===== config.mk =====
export PLATFORM = sky130hd
export DESIGN_NAME = clock_calendar_alarm
export DESIGN_NICKNAME = d
export VERILOG_FILES = /design/src/shared/ccal_pkg.sv /design/src/rtl/clock_calendar_alarm.sv
export VERILOG_INCLUDE_DIRS = /design/src /design/src/shared
export SDC_FILE = /design/constraint.sdc
export NUM_CORES = 1
export LEC_CHECK = 0
export ABC_AREA = 1
export BUFFER_PORTS_ARGS = -buffer_cell sky130_fd_sc_hd__buf_2
export CORE_MARGIN = 2
export CORE_UTILIZATION = 25
export CTS_BUF_LIST = sky130_fd_sc_hd__clkbuf_16
export DETAILED_ROUTE_END_ITERATION = 6
export PLACE_DENSITY_LB_ADDON = 0.05
export SLEW_MARGIN = 20
export SYNTH_ARGS = -nofsm -noshare
export SYNTH_HDL_FRONTEND = slang
export SYNTH_SLANG_ARGS = --single-unit

===== constraint.sdc =====
create_clock -name clk -period 3 [get_ports clk]
set_input_delay 0.45 -clock clk [delete_from_list [all_inputs] [get_ports clk]]
set_output_delay 0.45 -clock clk [all_outputs]
set_load 0.03 [all_outputs]

===== src/shared/ccal_consts.svh =====
// Register map, field positions and timing constants of the clock/calendar block
`ifndef CCAL_CONSTS_SVH
`define CCAL_CONSTS_SVH

// Register word addresses
`define CCAL_ADDR_CFG 4'h0
`define CCAL_ADDR_TIME 4'h1
`define CCAL_ADDR_ALCFG 4'h2
`define CCAL_ADDR_ALVAL 4'h3
`define CCAL_ADDR_PAD 4'h4
`define CCAL_ADDR_KEY 4'h5

// Configuration / drift trim register fields
`define CCAL_CFG_ON 15
`define CCAL_CFG_UNLOCK 13
`define CCAL_CFG_RIPPLE 12
`define CCAL_CFG_HALF 11
`define CCAL_CFG_PINOE 10
`define CCAL_CFG_PTR_HI 9
`define CCAL_CFG_PTR_LO 8

// Alarm configuration / repeat register fields
`define CCAL_AL_ON 15
`define CCAL_AL_ENDLESS 14
`define CCAL_AL_MASK_HI 13
`define CCAL_AL_MASK_LO 10
`define CCAL_AL_PTR_HI 9
`define CCAL_AL_PTR_LO 8

// Pad output config fields
`define CCAL_PAD_SEL_HI 2
`define CCAL_PAD_SEL_LO 1

// Window pointer codes
`define CCAL_PTR_MINUTES_SECONDS_REG 2'h0
`define CCAL_PTR_WDHR 2'h1
`define CCAL_PTR_MTHDY 2'h2
`define CCAL_PTR_YEAR 2'h3

// Pin signal select codes
`define CCAL_PINSEL_ALARM 2'h0
`define CCAL_PINSEL_SECS 2'h1
`define CCAL_PINSEL_TICK 2'h2

// Unlock key sequence
`define CCAL_KEY_FIRST 8'h55
`define CCAL_KEY_SECOND 8'hAA

// Tick counts
`define CCAL_TICKS_PER_SEC 16'h8000
`define CCAL_RIPPLE_TICKS 16'h0020

// BCD limits
`define CCAL_BCD_59 8'h59
`define CCAL_BCD_23 8'h23
`define CCAL_BCD_06 8'h06
`define CCAL_BCD_12 8'h12
`define CCAL_BCD_99 8'h99
`define CCAL_BCD_01 8'h01
`define CCAL_BCD_00 8'h00

`endif


===== src/shared/ccal_pkg.sv =====
// Types shared by the clock/calendar block and its bench
`default_nettype none
package ccal_pkg;

  typedef struct packed {
    logic [7:0] year;
    logic [4:0] month;
    logic [5:0] day;
    logic [2:0] wday;
    logic [5:0] hour;
    logic [6:0] min;
    logic [6:0] sec;
  } ccal_time_t;

  typedef struct packed {
    logic [3:0] addr;
    logic [15:0] wdata;
    logic [1:0] byteEn;
    logic wr;
    logic rd;
  } ccal_bus_t;

  typedef enum logic [1:0] {
    UNL_IDLE,
    UNL_GOT_FIRST,
    UNL_ARMED
  } ccal_unlock_t;

endpackage

`default_nettype wire


===== src/rtl/clock_calendar_alarm.sv =====
// Clock/calendar with alarm, drift trim, unlock gate and pin output
//
// Functional notes
// - High-byte time window write steps value pointer down, holding at 00.
// - Value pointer: 00 min/sec, 01 wday/hour, 10 month/day, 11 year low.
// - High-byte alarm window write steps alarm pointer down, holding at 00.
// - Any read of either window steps its pointer down.
// - Time window writes ignored unless unlock bit 13 set.
// - Unlock bit sets only right after 55h then AAh key writes.
// - Enable bit 15 runs the calendar; writable only while unlocked.
// - Ripple flag bit 12 high while reads may catch a rollover.
// - Half-second flag bit 11 shows second half; seconds write clears it.
// - Output-enable bit 10 gates the selected signal onto the pin.
// - Signed trim adds or removes four ticks per unit once a minute.
// - Config register reset only by power-on reset.
// - Strap picks tick source: 1 crystal, 0 internal oscillator.
// - Counting continues while the external reset is held.
// - Pin select: 00 alarm, 01 seconds clock, 10 raw tick.
// - Endless repeat wraps count 00h to FFh; otherwise stops at 00h.
// - Interval mask codes half second up to year; higher codes reserved.
// - Repeat count decrements each event; alarm repeats while nonzero.
// - Calendar years 2000-2099 with leap-year February 29.
// - Hours in 24-hour format; all fields BCD.
// - Seconds tens digit three bits 0-5, ones digit four bits 0-9.
`timescale 1ns/10ps
`default_nettype none
`include "ccal_consts.svh"

module clock_calendar_alarm
  import ccal_pkg::*;
#(
  parameter logic [15:0] TICKS_PER_SEC = `CCAL_TICKS_PER_SEC
) (
  input wire logic clk, // 100 MHz system clock
  input wire logic rst, // External reset pin, synchronous, active high
  input wire logic porRst, // Power-on reset, synchronous, active high
  input wire ccal_bus_t bus, // Register bus request
  output logic [15:0] rdData, // Read data, valid the cycle after a read
  input wire logic crystalTick, // Secondary crystal oscillator, async
  input wire logic lowPowerTick, // Internal low-power oscillator, async
  input wire logic tickSourceStrap, // Nonvolatile tick source select bit
  output logic pinOut, // Calendar output pin level
  output logic pinOutEn // Calendar output pin enable
);

  // ---------------------------------------------------------------
  // Helper functions
  // ---------------------------------------------------------------
  function automatic logic [7:0] bcdInc(input logic [7:0] v, input logic [7:0] maxv, input logic [7:0] minv);
    if (v >= maxv) begin
      bcdInc = minv;
    end else if (v[3:0] == 4'h9) begin
      bcdInc = {v[7:4] + 4'h1, 4'h0};
    end else begin
      bcdInc = {v[7:4], v[3:0] + 4'h1};
    end
  endfunction

  // Year is BCD 00-99 for 2000-2099, so divisibility by four suffices
  function automatic logic isLeap(input logic [7:0] y);
    if (y[4]) begin
      isLeap = (y[3:0] == 4'h2) || (y[3:0] == 4'h6);
    end else begin
      isLeap = (y[3:0] == 4'h0) || (y[3:0] == 4'h4) || (y[3:0] == 4'h8);
    end
  endfunction

  function automatic logic [7:0] monthDays(input logic [4:0] m, input logic [7:0] y);
    case ({3'h0, m})
      8'h02: monthDays = isLeap(y) ? 8'h29 : 8'h28;
      8'h04, 8'h06, 8'h09, 8'h11: monthDays = 8'h30;
      default: monthDays = 8'h31;
    endcase
  endfunction

  function automatic logic [1:0] ptrDown(input logic [1:0] p);
    ptrDown = (p == `CCAL_PTR_MINUTES_SECONDS_REG) ? `CCAL_PTR_MINUTES_SECONDS_REG : p - 2'h1;
  endfunction

  // ---------------------------------------------------------------
  // Tick source synchronisers and strap capture
  // ---------------------------------------------------------------
  logic xtalMeta_ff, xtalSync_ff, lprcMeta_ff, lprcSync_ff, strapMeta_ff, strapSync_ff;
  logic srcSel_ff, srcLatched_ff, tickPrev_ff;
  logic tickLevel, tickEdge;

  // No reset: counting must survive the external reset
  always_ff @(posedge clk) begin
    xtalMeta_ff <= crystalTick;
    xtalSync_ff <= xtalMeta_ff;
    lprcMeta_ff <= lowPowerTick;
    lprcSync_ff <= lprcMeta_ff;
    strapMeta_ff <= tickSourceStrap;
    strapSync_ff <= strapMeta_ff;
  end

  always_ff @(posedge clk) begin
    if (porRst) begin
      srcSel_ff <= 1'b0;
      srcLatched_ff <= 1'b0;
    end else if (!srcLatched_ff) begin
      srcSel_ff <= strapSync_ff;
      srcLatched_ff <= 1'b1;
    end
  end

  assign tickLevel = srcSel_ff ? xtalSync_ff : lprcSync_ff;
  assign tickEdge = tickLevel & ~tickPrev_ff;

  always_ff @(posedge clk) begin
    if (porRst) begin
      tickPrev_ff <= 1'b0;
    end else begin
      tickPrev_ff <= tickLevel;
    end
  end

  // ---------------------------------------------------------------
  // Bus decode
  // ---------------------------------------------------------------
  logic wrCfg, wrTime, wrAlCfg, wrAlVal, wrPad, wrKey, rdTime, rdAlVal;
  logic wrHi, wrLo;
  assign wrHi = bus.wr & bus.byteEn[1];
  assign wrLo = bus.wr & bus.byteEn[0];
  assign wrCfg = bus.wr && bus.addr == `CCAL_ADDR_CFG;
  assign wrTime = bus.wr && bus.addr == `CCAL_ADDR_TIME;
  assign wrAlCfg = bus.wr && bus.addr == `CCAL_ADDR_ALCFG;
  assign wrAlVal = bus.wr && bus.addr == `CCAL_ADDR_ALVAL;
  assign wrPad = bus.wr && bus.addr == `CCAL_ADDR_PAD;
  assign wrKey = wrLo && bus.addr == `CCAL_ADDR_KEY;
  assign rdTime = bus.rd && bus.addr == `CCAL_ADDR_TIME;
  assign rdAlVal = bus.rd && bus.addr == `CCAL_ADDR_ALVAL;

  // ---------------------------------------------------------------
  // Unlock key sequence
  // ---------------------------------------------------------------
  ccal_unlock_t unlockState_ff;

  // Any other write breaks the sequence; the arm lasts one cycle only
  always_ff @(posedge clk) begin
    if (porRst || rst) begin
      unlockState_ff <= UNL_IDLE;
    end else begin
      case (unlockState_ff)
        UNL_IDLE: begin
          if (wrKey && bus.wdata[7:0] == `CCAL_KEY_FIRST) begin
            unlockState_ff <= UNL_GOT_FIRST;
          end
        end
        UNL_GOT_FIRST: begin
          if (wrKey && bus.wdata[7:0] == `CCAL_KEY_SECOND) begin
            unlockState_ff <= UNL_ARMED;
          end else if (bus.wr) begin
            unlockState_ff <= UNL_IDLE;
          end
        end
        UNL_ARMED: unlockState_ff <= UNL_IDLE;
        default: unlockState_ff <= UNL_IDLE;
      endcase
    end
  end

  // ---------------------------------------------------------------
  // Configuration and drift trim register
  // ---------------------------------------------------------------
  logic calOn_ff, unlock_ff, pinOe_ff;
  logic [1:0] timePtr_ff;
  logic [7:0] trim_ff;

  // Only power-on reset touches this register
  always_ff @(posedge clk) begin
    if (porRst) begin
      calOn_ff <= 1'b0;
      unlock_ff <= 1'b0;
      pinOe_ff <= 1'b0;
      timePtr_ff <= `CCAL_PTR_MINUTES_SECONDS_REG;
      trim_ff <= 8'h00;
    end else begin
      if (wrCfg && wrHi) begin
        if (unlock_ff) begin
          calOn_ff <= bus.wdata[`CCAL_CFG_ON];
        end
        unlock_ff <= bus.wdata[`CCAL_CFG_UNLOCK] & (unlock_ff | (unlockState_ff == UNL_ARMED));
        pinOe_ff <= bus.wdata[`CCAL_CFG_PINOE];
        timePtr_ff <= bus.wdata[`CCAL_CFG_PTR_HI:`CCAL_CFG_PTR_LO];
      end else if (rdTime || (wrTime && wrHi)) begin
        timePtr_ff <= ptrDown(timePtr_ff);
      end
      if (wrCfg && wrLo) begin
        trim_ff <= bus.wdata[7:0];
      end
    end
  end

  // ---------------------------------------------------------------
  // Prescaler with once-a-minute drift trim
  // ---------------------------------------------------------------
  logic [15:0] subCnt_ff;
  logic signed [9:0] trimLeft_ff;
  logic [16:0] stepSum;
  logic [1:0] step;
  logic secTick, halfTick, halfPhase, ripple, minuteWrap;
  logic [15:0] halfPoint;

  assign halfPoint = {1'b0, TICKS_PER_SEC[15:1]};
  // Positive trim advances two per tick, negative trim swallows a tick
  assign step = !tickEdge ? 2'd0 : (trimLeft_ff > 10'sd0) ? 2'd2 : (trimLeft_ff < 10'sd0) ? 2'd0 : 2'd1;
  assign stepSum = {1'b0, subCnt_ff} + {15'h0, step};
  assign secTick = calOn_ff && stepSum >= {1'b0, TICKS_PER_SEC};
  assign halfTick = secTick || (calOn_ff && subCnt_ff < halfPoint && stepSum[15:0] >= halfPoint);
  assign halfPhase = subCnt_ff >= halfPoint;
  assign ripple = subCnt_ff >= TICKS_PER_SEC - `CCAL_RIPPLE_TICKS;

  always_ff @(posedge clk) begin
    if (porRst) begin
      subCnt_ff <= 16'h0000;
    end else if (wrTime && wrLo && unlock_ff && timePtr_ff == `CCAL_PTR_MINUTES_SECONDS_REG) begin
      subCnt_ff <= 16'h0000;
    end else if (secTick) begin
      subCnt_ff <= 16'(stepSum - {1'b0, TICKS_PER_SEC});
    end else if (calOn_ff) begin
      subCnt_ff <= stepSum[15:0];
    end
  end

  always_ff @(posedge clk) begin
    if (porRst) begin
      trimLeft_ff <= 10'sd0;
    end else if (minuteWrap) begin
      trimLeft_ff <= {trim_ff, 2'b00};
    end else if (calOn_ff && tickEdge && trimLeft_ff > 10'sd0) begin
      trimLeft_ff <= trimLeft_ff - 10'sd1;
    end else if (calOn_ff && tickEdge && trimLeft_ff < 10'sd0) begin
      trimLeft_ff <= trimLeft_ff + 10'sd1;
    end
  end

  // ---------------------------------------------------------------
  // Time and date counters
  // ---------------------------------------------------------------
  ccal_time_t now_ff, nxt_now;
  logic [7:0] dayMax;

  assign dayMax = monthDays(now_ff.month, now_ff.year);
  assign minuteWrap = secTick && {1'b0, now_ff.sec} >= `CCAL_BCD_59;

  always_comb begin
    nxt_now = now_ff;
    if (secTick) begin
      nxt_now.sec = 7'(bcdInc({1'b0, now_ff.sec}, `CCAL_BCD_59, `CCAL_BCD_00));
      if (minuteWrap) begin
        nxt_now.min = 7'(bcdInc({1'b0, now_ff.min}, `CCAL_BCD_59, `CCAL_BCD_00));
        if ({1'b0, now_ff.min} >= `CCAL_BCD_59) begin
          nxt_now.hour = 6'(bcdInc({2'b0, now_ff.hour}, `CCAL_BCD_23, `CCAL_BCD_00));
          if ({2'b0, now_ff.hour} >= `CCAL_BCD_23) begin
            nxt_now.wday = 3'(bcdInc({5'b0, now_ff.wday}, `CCAL_BCD_06, `CCAL_BCD_00));
            nxt_now.day = 6'(bcdInc({2'b0, now_ff.day}, dayMax, `CCAL_BCD_01));
            if ({2'b0, now_ff.day} >= dayMax) begin
              nxt_now.month = 5'(bcdInc({3'b0, now_ff.month}, `CCAL_BCD_12, `CCAL_BCD_01));
              if ({3'b0, now_ff.month} >= `CCAL_BCD_12) begin
                nxt_now.year = bcdInc(now_ff.year, `CCAL_BCD_99, `CCAL_BCD_00);
              end
            end
          end
        end
      end
    end
    if (wrTime && unlock_ff) begin
      case (timePtr_ff)
        `CCAL_PTR_MINUTES_SECONDS_REG: begin
          if (wrHi) nxt_now.min = bus.wdata[14:8];
          if (wrLo) nxt_now.sec = bus.wdata[6:0];
        end
        `CCAL_PTR_WDHR: begin
          if (wrHi) nxt_now.wday = bus.wdata[10:8];
          if (wrLo) nxt_now.hour = bus.wdata[5:0];
        end
        `CCAL_PTR_MTHDY: begin
          if (wrHi) nxt_now.month = bus.wdata[12:8];
          if (wrLo) nxt_now.day = bus.wdata[5:0];
        end
        default: begin
          if (wrLo) nxt_now.year = bus.wdata[7:0];
        end
      endcase
    end
  end

  // Counters keep running through the external reset
  always_ff @(posedge clk) begin
    if (porRst) begin
      now_ff <= '{year: 8'h00, month: 5'h01, day: 6'h01, wday: 3'h0, hour: 6'h00, min: 7'h00, sec: 7'h00};
    end else begin
      now_ff <= nxt_now;
    end
  end

  // ---------------------------------------------------------------
  // Alarm configuration and alarm value registers
  // ---------------------------------------------------------------
  logic alarmOn_ff, endless_ff;
  logic [3:0] mask_ff;
  logic [1:0] alPtr_ff;
  logic [7:0] repeat_ff;
  ccal_time_t alarm_ff;
  logic alarmEvent, evalPend_ff, evalSec_ff, matchHit;

  always_ff @(posedge clk) begin
    if (porRst) begin
      alarm_ff <= '0;
    end else if (wrAlVal) begin
      case (alPtr_ff)
        `CCAL_PTR_MINUTES_SECONDS_REG: begin
          if (wrHi) alarm_ff.min <= bus.wdata[14:8];
          if (wrLo) alarm_ff.sec <= bus.wdata[6:0];
        end
        `CCAL_PTR_WDHR: begin
          if (wrHi) alarm_ff.wday <= bus.wdata[10:8];
          if (wrLo) alarm_ff.hour <= bus.wdata[5:0];
        end
        `CCAL_PTR_MTHDY: begin
          if (wrHi) alarm_ff.month <= bus.wdata[12:8];
          if (wrLo) alarm_ff.day <= bus.wdata[5:0];
        end
        default: alarm_ff.year <= 8'h00;
      endcase
    end
  end

  // Software writes lose against a same-cycle alarm event on the enable and count
  always_ff @(posedge clk) begin
    if (porRst || rst) begin
      alarmOn_ff <= 1'b0;
      endless_ff <= 1'b0;
      mask_ff <= 4'h0;
      alPtr_ff <= `CCAL_PTR_MINUTES_SECONDS_REG;
      repeat_ff <= 8'h00;
    end else begin
      if (wrAlCfg && wrHi) begin
        alarmOn_ff <= bus.wdata[`CCAL_AL_ON];
        endless_ff <= bus.wdata[`CCAL_AL_ENDLESS];
        mask_ff <= bus.wdata[`CCAL_AL_MASK_HI:`CCAL_AL_MASK_LO];
        alPtr_ff <= bus.wdata[`CCAL_AL_PTR_HI:`CCAL_AL_PTR_LO];
      end else if (rdAlVal || (wrAlVal && wrHi)) begin
        alPtr_ff <= ptrDown(alPtr_ff);
      end
      if (wrAlCfg && wrLo) begin
        repeat_ff <= bus.wdata[7:0];
      end
      if (alarmEvent) begin
        if (repeat_ff == 8'h00 && !endless_ff) begin
          alarmOn_ff <= 1'b0;
        end else begin
          repeat_ff <= repeat_ff - 8'h01;
        end
      end
    end
  end

  // Compare one cycle after the counters have moved
  always_ff @(posedge clk) begin
    if (porRst) begin
      evalPend_ff <= 1'b0;
      evalSec_ff <= 1'b0;
    end else begin
      evalPend_ff <= halfTick;
      evalSec_ff <= secTick;
    end
  end

  always_comb begin
    case (mask_ff)
      4'h0: matchHit = 1'b1;
      4'h1: matchHit = evalSec_ff;
      4'h2: matchHit = evalSec_ff && now_ff.sec[3:0] == alarm_ff.sec[3:0];
      4'h3: matchHit = evalSec_ff && now_ff.sec == alarm_ff.sec;
      4'h4: matchHit = evalSec_ff && now_ff.sec == alarm_ff.sec && now_ff.min[3:0] == alarm_ff.min[3:0];
      4'h5: matchHit = evalSec_ff && now_ff.sec == alarm_ff.sec && now_ff.min == alarm_ff.min;
      4'h6: matchHit = evalSec_ff && now_ff[19:0] == alarm_ff[19:0];
      4'h7: matchHit = evalSec_ff && now_ff[22:0] == alarm_ff[22:0];
      4'h8: matchHit = evalSec_ff && now_ff[19:0] == alarm_ff[19:0] && now_ff.day == alarm_ff.day;
      4'h9: matchHit = evalSec_ff && now_ff[19:0] == alarm_ff[19:0] && now_ff[33:23] == alarm_ff[33:23];
      default: matchHit = 1'b0;
    endcase
  end

  assign alarmEvent = evalPend_ff && alarmOn_ff && matchHit;

  // ---------------------------------------------------------------
  // Pad output select and pin driver
  // ---------------------------------------------------------------
  logic [1:0] pinSel_ff;
  logic padTtl_ff, alarmPulse_ff, pinLevel;

  always_ff @(posedge clk) begin
    if (porRst || rst) begin
      pinSel_ff <= `CCAL_PINSEL_ALARM;
      padTtl_ff <= 1'b0;
    end else if (wrPad && wrLo) begin
      pinSel_ff <= bus.wdata[`CCAL_PAD_SEL_HI:`CCAL_PAD_SEL_LO];
      padTtl_ff <= bus.wdata[0];
    end
  end

  // Alarm pulse held for one half second so it is visible on the pin
  always_ff @(posedge clk) begin
    if (porRst) begin
      alarmPulse_ff <= 1'b0;
    end else if (alarmEvent) begin
      alarmPulse_ff <= 1'b1;
    end else if (halfTick) begin
      alarmPulse_ff <= 1'b0;
    end
  end

  always_comb begin
    case (pinSel_ff)
      `CCAL_PINSEL_ALARM: pinLevel = alarmPulse_ff;
      `CCAL_PINSEL_SECS: pinLevel = ~halfPhase;
      `CCAL_PINSEL_TICK: pinLevel = tickLevel;
      default: pinLevel = 1'b0;
    endcase
  end

  always_ff @(posedge clk) begin
    if (porRst) begin
      pinOut <= 1'b0;
      pinOutEn <= 1'b0;
    end else begin
      pinOut <= pinOe_ff & pinLevel;
      pinOutEn <= pinOe_ff;
    end
  end

  // ---------------------------------------------------------------
  // Read data
  // ---------------------------------------------------------------
  always_ff @(posedge clk) begin
    if (porRst || rst) begin
      rdData <= 16'h0000;
    end else if (bus.rd) begin
      case (bus.addr)
        `CCAL_ADDR_CFG: rdData <= {calOn_ff, 1'b0, unlock_ff, ripple, halfPhase, pinOe_ff, timePtr_ff, trim_ff};
        `CCAL_ADDR_TIME: begin
          case (timePtr_ff)
            `CCAL_PTR_MINUTES_SECONDS_REG: rdData <= {1'b0, now_ff.min, 1'b0, now_ff.sec};
            `CCAL_PTR_WDHR: rdData <= {5'h00, now_ff.wday, 2'b00, now_ff.hour};
            `CCAL_PTR_MTHDY: rdData <= {3'h0, now_ff.month, 2'b00, now_ff.day};
            default: rdData <= {8'h00, now_ff.year};
          endcase
        end
        `CCAL_ADDR_ALCFG: rdData <= {alarmOn_ff, endless_ff, mask_ff, alPtr_ff, repeat_ff};
        `CCAL_ADDR_ALVAL: begin
          case (alPtr_ff)
            `CCAL_PTR_MINUTES_SECONDS_REG: rdData <= {1'b0, alarm_ff.min, 1'b0, alarm_ff.sec};
            `CCAL_PTR_WDHR: rdData <= {5'h00, alarm_ff.wday, 2'b00, alarm_ff.hour};
            `CCAL_PTR_MTHDY: rdData <= {3'h0, alarm_ff.month, 2'b00, alarm_ff.day};
            default: rdData <= 16'h0000;
          endcase
        end
        `CCAL_ADDR_PAD: rdData <= {13'h0000, pinSel_ff, padTtl_ff};
        default: rdData <= 16'h0000;
      endcase
    end
  end

endmodule

`default_nettype wire


# Yosys cells after proc, flatten, opt, wreduce, memory -nomap -nowiden

Cells that the tools add are included.

Register bits after elaboration: 166
Input bits: 30
Output and inout bits: 18
Logic and storage cells: 276

$add $sub $neg: 20
$lt $le $gt $ge: 14
Eq/ne operators: 49
Multiplexer cells: 68
Bitwise operators: 8
Reduce and logical (&&, ||, !) cells: 73

Operator list:

| operator               | count |
|---|---|
| $pmux W15 S3           | 2 |
| $mux W42               | 2 |
| $pmux W16 S5           | 1 |
| $mux W8                | 8 |
| $ge A16 B15 Y1 const B | 3 |
| $mux W7                | 6 |
| $logic_and A1 B1 Y1    | 39 |
| $eq A4 B4 Y1 const B   | 9 |
| $mux W6                | 6 |
| $mux W35               | 1 |
| $eq A4 B3 Y1 const B   | 8 |
| $mux W16               | 2 |
| $mux W10               | 3 |
| $add A4 B1 Y4 const B  | 7 |
| $mux W28               | 1 |
| $eq A23 B23 Y1         | 1 |
| $mux W2                | 11 |
| $mux W22               | 1 |
| $eq A20 B20 Y1         | 1 |
| $eq A4 B2 Y1 const B   | 5 |
| $reduce_and A3 Y1      | 6 |
| $add A16 B2 Y17        | 1 |
| $ge A17 B16 Y1 const B | 1 |
| $lt A16 B15 Y1 const B | 1 |
| other kinds (56)       | 106 |

# Longest topological paths before layout

Depth in word-level cells: 16
Gate-level depth with buffers: 21

# Least setup slack after synthesis

OpenSTA, ideal clock, no wires.

Path type: flip-flop to flip-flop
From: register trimLeft_ff[0]
To: register now_ff[23] (netlist bit)
Library setup time: 0.138 ns
Arrival time: 2.523 ns
Required time: 2.862 ns
Slack: 0.339 ns
Stages on the path, launching flop included: 20
Cell sequence: dfxtp_1 -> inv_1 -> nand4_1 -> nor3_1 -> inv_1 -> nor2_1 -> ha_1 -> inv_1 -> fa_1 -> inv_1 -> nand3_1 -> nor2_1 -> nand3_1 -> nand3_2 -> nand3_4 -> nor2_4 -> buf_4 -> nand2_1 -> o211ai_1 -> o211ai_1

Cells in the longest elaborated chain, start to end: 13
Elaborated cells between the ends (all ways): 14
Classes of those cells: add/sub (1); order compare (3); mux (8); reduce/logical (2)

Ends and longest elaborated chain:

| item                                 | line                        | RTL |
|---|---|---|
| start, declared                      | clock_calendar_alarm.sv:199 | `logic signed [9:0] trimLeft_ff;` |
| start signal, assigned               | clock_calendar_alarm.sv:230 | `trimLeft_ff <= {trim_ff, 2'b00};` |
| start signal, assigned               | clock_calendar_alarm.sv:232 | `trimLeft_ff <= trimLeft_ff - 10'sd1;` |
| start signal, assigned               | clock_calendar_alarm.sv:234 | `trimLeft_ff <= trimLeft_ff + 10'sd1;` |
| $lt A10 B1 Y1                        | clock_calendar_alarm.sv:207 | `assign step = !tickEdge ? 2'd0 : (trimLeft_ff > 10'sd0) ? 2'd2 : (trimLeft_ff < 10'sd0) ? 2'd0 : 2'd1;` |
| $mux W1                              | clock_calendar_alarm.sv:207 |  |
| $mux W2 (*) (2 in a row)             | clock_calendar_alarm.sv:207 |  |
| $add A16 B2 Y17 (*)                  | clock_calendar_alarm.sv:208 | `assign stepSum = {1'b0, subCnt_ff} + {15'h0, step};` |
| $ge A17 B16 Y1 (*)                   | clock_calendar_alarm.sv:209 | `assign secTick = calOn_ff && stepSum >= {1'b0, TICKS_PER_SEC};` |
| $logic_and A1 B1 Y1 (*)              | clock_calendar_alarm.sv:209 |  |
| $logic_and A1 B1 Y1 (no source line) | n/a                         |  |
| $mux W35                             | clock_calendar_alarm.sv:251 | `if (minuteWrap) begin` |
| $mux W42 (*)                         | clock_calendar_alarm.sv:249 | `if (secTick) begin` |
| $mux W6                              | clock_calendar_alarm.sv:280 | `if (wrLo) nxt_now.day = bus.wdata[5:0];` |
| $mux W11                             | clock_calendar_alarm.sv:269 | `case (timePtr_ff)` |
| $mux W42 (*)                         | clock_calendar_alarm.sv:268 | `if (wrTime && unlock_ff) begin` |
| end signal, assigned                 | clock_calendar_alarm.sv:292 | `now_ff <= '{year: 8'h00, month: 5'h01, day: 6'h01, wday: 3'h0, hour: 6'h00, min: 7'h00, sec: 7'h00};` |
| end signal, assigned                 | clock_calendar_alarm.sv:294 | `now_ff <= nxt_now;` |
| end, declared                        | clock_calendar_alarm.sv:241 | `ccal_time_t now_ff, nxt_now;` |

Mark *: on every way between the ends. The rest lies on a longest branch, timed or not.
A chain may end at the register's enable or synchronous reset.

# Worst setup path in the final report

From: register trimLeft_ff[8]
To: register now_ff[23] (netlist bit)

The elaborated chain is that of the path after synthesis.

==> results.py <==
metrics = {
    "job": {
        "cap_violations": 0,
    },
    "yosys": {
        "synth-edff-count": 0,
        "synth_area_leader_cell": "dfxtp_1",
        "synth.area.mux_share_pct": 0,
        "netlist_area_um2": 10100,
        "synth_compound_area_share_pct": 21.3,
        "netlist_instances": 1539,
        "async_flop_share_pct": 0,
        "synth_cell_types": 50,
        "yosys.area_share.simple_pct": 27.1,
        "synthXorXnorAreaFrac_pct": 3.80,
        "synth-main-ff-cell": "dfxtp_1",
        "synth_fp_nets": 1603,
        "synth-adder-area-share_pct": 4.34,
        "synth_area_leaders": "dfxtp_1 33%, nand2_1 13%, inv_1 8.2%",
        "avgSynthCellArea_um2": 6.59,
        "synth_seq_cells": 166,
        "ys.warnings.count": 0,
        "synth_top_family_by_area": "simple AND/OR/NAND/NOR gates",
        "synth_top_area_share_pct": 32.8,
        "yosysSeqAreaShare_pct": 32.8,
    },
    "pwr": {
        "p_sw_uw": 1220,
        "p_int_uw": 3740,
        "power.density_nw_per_um2": 397,
        "netSwitchingFraction_pct": 24.5,
        "p_seq_share_pct": 44.9,
        "cellLeakagePower_uw": 0.00533,
        "pwr-share-clk_pct": 49.9,
        "ir_worst_vdd_v": 0.000292,
        "combPwrFrac_pct": 5.2,
    },
    "timing": {
        "max_freq_ghz": 0.337,
        "maxSlewHeadroom_pct": 48.3,
        "finClkSkew_ns": 0.00781,
        "setup_viol": 0,
        "min_period_ns": 2.97,
        "final_max_slew_viol_count": 0,
        "tightest_slew_ns": 0.768,
        "hold_ws_ns": 0.0897,
        "rsz0062_at_grt": "yes",
        "timing.final.ws_setup_ns": 0.0297,
        "hold_viol_final": 0,
        "final.period_utilization_pct": 99.0,
    },
    "finish": {
        "layoutNonFillerInstCount": 2187,
        "final_cell_mix": "317 x nand2_1, 214 x inv_1, 164 x dfxtp_1",
        "final_common_cell": "nand2_1",
        "drive_above_1_share_pct": 15.8,
        "area_growth_pct": 23.3,
        "fin_nets": 1711,
    },
    "critical_path": {
        "critPathRequiredTime_ns": 3.34,
        "worst_ep_arrival_time_ns": 3.31,
        "endpoint_kind": "flop",
        "crit_path_start_kind": "flop",
        "crit_type": "reg -> reg",
        "path_max_fanout": 5,
    },
    "floorplan": {
        "die_x_um": 205,
        "die_area_um2": 42200,
        "die_y_um": 205,
        "io_pins": 48,
        "rows": 73,
        "start_util_pct": 25.4,
        "core_area_um2": 39900,
    },
    "cts": {
        "numCtsBuffers": 17,
        "clk_latency_ns": 0.46,
        "numClockSinks": 166,
        "ctsLongestPathBuffers": 2,
        "root_buffer": "clkbuf_16",
        "cts_max_level": 4,
        "cts-hold-fix-buffers": 0,
        "cts_tree": "built",
        "clk_pin_slew_ns": 0.07,
    },
    "placement": {
        "dp_slack_ns": -0.0684,
        "dp_hpwl_mm": 34.2,
        "dp_cells": 2143,
        "port_buffers": 47,
        "routabilityCongestion": 0.886,
    },
    "route": {
        "num_vias": 10582,
        "wirelength_mm": 43.4,
        "ant_nets": 0,
        "via_per_inst": 4.84,
        "post_drt_wl_per_cell_um": 19.8,
        "first_pass_iters": 5,
        "first_iter_violations": 737,
        "post-route-drc-count": 0,
    },
    "global_route": {
        "grt_max_degree": 39,
        "grt_util_all_layers_pct": 21.1,
        "overflow": 0,
        "first_global_vias": 9944,
        "grt_antenna_before_repair": 2,
        "grt_pass1_wl_mm": 64.6,
    },
    "worst_hold_path": {
        "hold_path_class": "in -> reg",
    },
    "outcome": {
        "status": "finished clean",
    },
}
-- flip-flops by register name, indices dropped and copies added, names as in the netlist, 2 cells and up --
name	cells
alPtr_ff	2
alarm_ff	34
repeat_ff	8
timePtr_ff	2
rdData	16
trimLeft_ff	10
mask_ff	4
now_ff	42
trim_ff	8
unlockState_ff	2
pinSel_ff	2
subCnt_ff	16
-- final timing paths --
kind / depth (start not counted) / from / end / slack, ns
hold reg to reg: 0 / strapMeta_ff$_DFF_P_ / strapSync_ff$_DFF_P_ / 0.33
hold / removal: 1 / lowPowerTick / lprcMeta_ff$_DFF_P_ / 0.09
setup reg to reg: 20 / trimLeft_ff[8]$_SDFFE_PP0P_ / now_ff[23]$_SDFF_PP1_ / 0.03
setup / recovery: 20 / trimLeft_ff[8]$_SDFFE_PP0P_ / now_ff[23]$_SDFF_PP1_ / 0.03
-- final cells by class --
cell class	instances	area, um^2
flip-flops and latches	166	3330
multi-input cells	1093	6000
diodes	2	5.00
clock buffers	17	425
repair buffers	135	996
clock inverters	15	211
inverters	234	883
fillers	4404	27400
well taps	525	657
-- cell families (layout without fill, tap and decap cells) --
family,Yosys count,in the layout
adders and majority gates,34,34
xor gates and xnor gates,44,44
DFF,166,166
and+or+nand+nor,632,632
other,0,2
buffers and inverters,280,401
AOI/OAI and AO/OA,383,383
-- power groups by stage --
stage	logic [uW]	registers, uW	clock network, uW
floorplan	122	2270	0
CTS	261	2220	2550
detailed placement	260	2280	0
global route	282	2230	2620
global placement	262	2280	0
finish	259	2230	2470
-- Yosys cell counts (2+ instances only) --
cell       instances
ha_1              32
a21oi_1          143
dfxtp_1          166
nor2_2             4
clkbuf_1          24
nor3_4             5
buf_4              3
a31oi_1            9
xor2_1            21
o21ai_2            2
a211oi_1           7
xnor2_1           23
o21a_1             2
o22ai_1           12
or2_2              2
clkinv_1           3
nand3b_1           4
buf_2             16
o21ai_0          142
nor3_1            27
inv_1            222
nand3_1           88
a21oi_2            3
fa_1               2
nand3_2            3
nor2_1           122
nand4_1           23
nor4_1             7
o221ai_1          17
inv_2              9
o21ai_1            6
o2111ai_1          3
o211ai_1          26
a22oi_1            4
nand2_2            5
nand2_1          338
-- critical path: stages (launching register included) --
cell and delay [ns]:
dfxtp_2 0.32, inv_2 0.05, nand4_1 0.16, nor3_2 0.22, inv_1 0.08, nor2_2 0.12, ha_2 0.19, inv_2 0.04
fa_2 0.36, inv_2 0.07, nand3_2 0.06, nor2_2 0.08, nand3_1 0.08, nand3_2 0.14, nand3_4 0.16, nor2_4 0.22
buf_6 0.13, buf_6 0.11, nand2_2 0.04, o211ai_1 0.09, o211ai_1 0.11
-- layer usage --
| layer | track usage [%] | up-vias | routed length, um |
|---|---|---|---|
| met4 | 7.01 | 0 | 916 |
| met5 | 0 | - | 0 |
| met1 | 30.9 | 4979 | 21400 |
| li1 | - | 5317 | - |
| met2 | 31.0 | 246 | 18400 |
| met3 | 3.45 | 40 | 2600 |
-- through the flow --
step | setup TNS, ns | area [um^2] | util [%] | total power [uW]
after floorplan | 0 | 10100 | - | 2390
after global placement | -0.0640 | 11400 | 28.6 | 2540
after detailed placement | -0.649 | 11400 | 28.6 | 2540
after CTS | 0 | 12100 | 30.3 | 5040
after global routing | -4.22 | 12500 | 31.3 | 5130
final | 0 | 12500 | 31.3 | 4960
-- what timing repair did --
item / in CTS / in global routing
endpoints found under the setup margin: 21 / 54
gates resized for setup: 3 / 101
endpoints found under the hold margin: 0 / 0
pin swaps: 1 / 29
setup buffers: 2 / 8
Note: power is estimated with default switching activity, not from simulation.
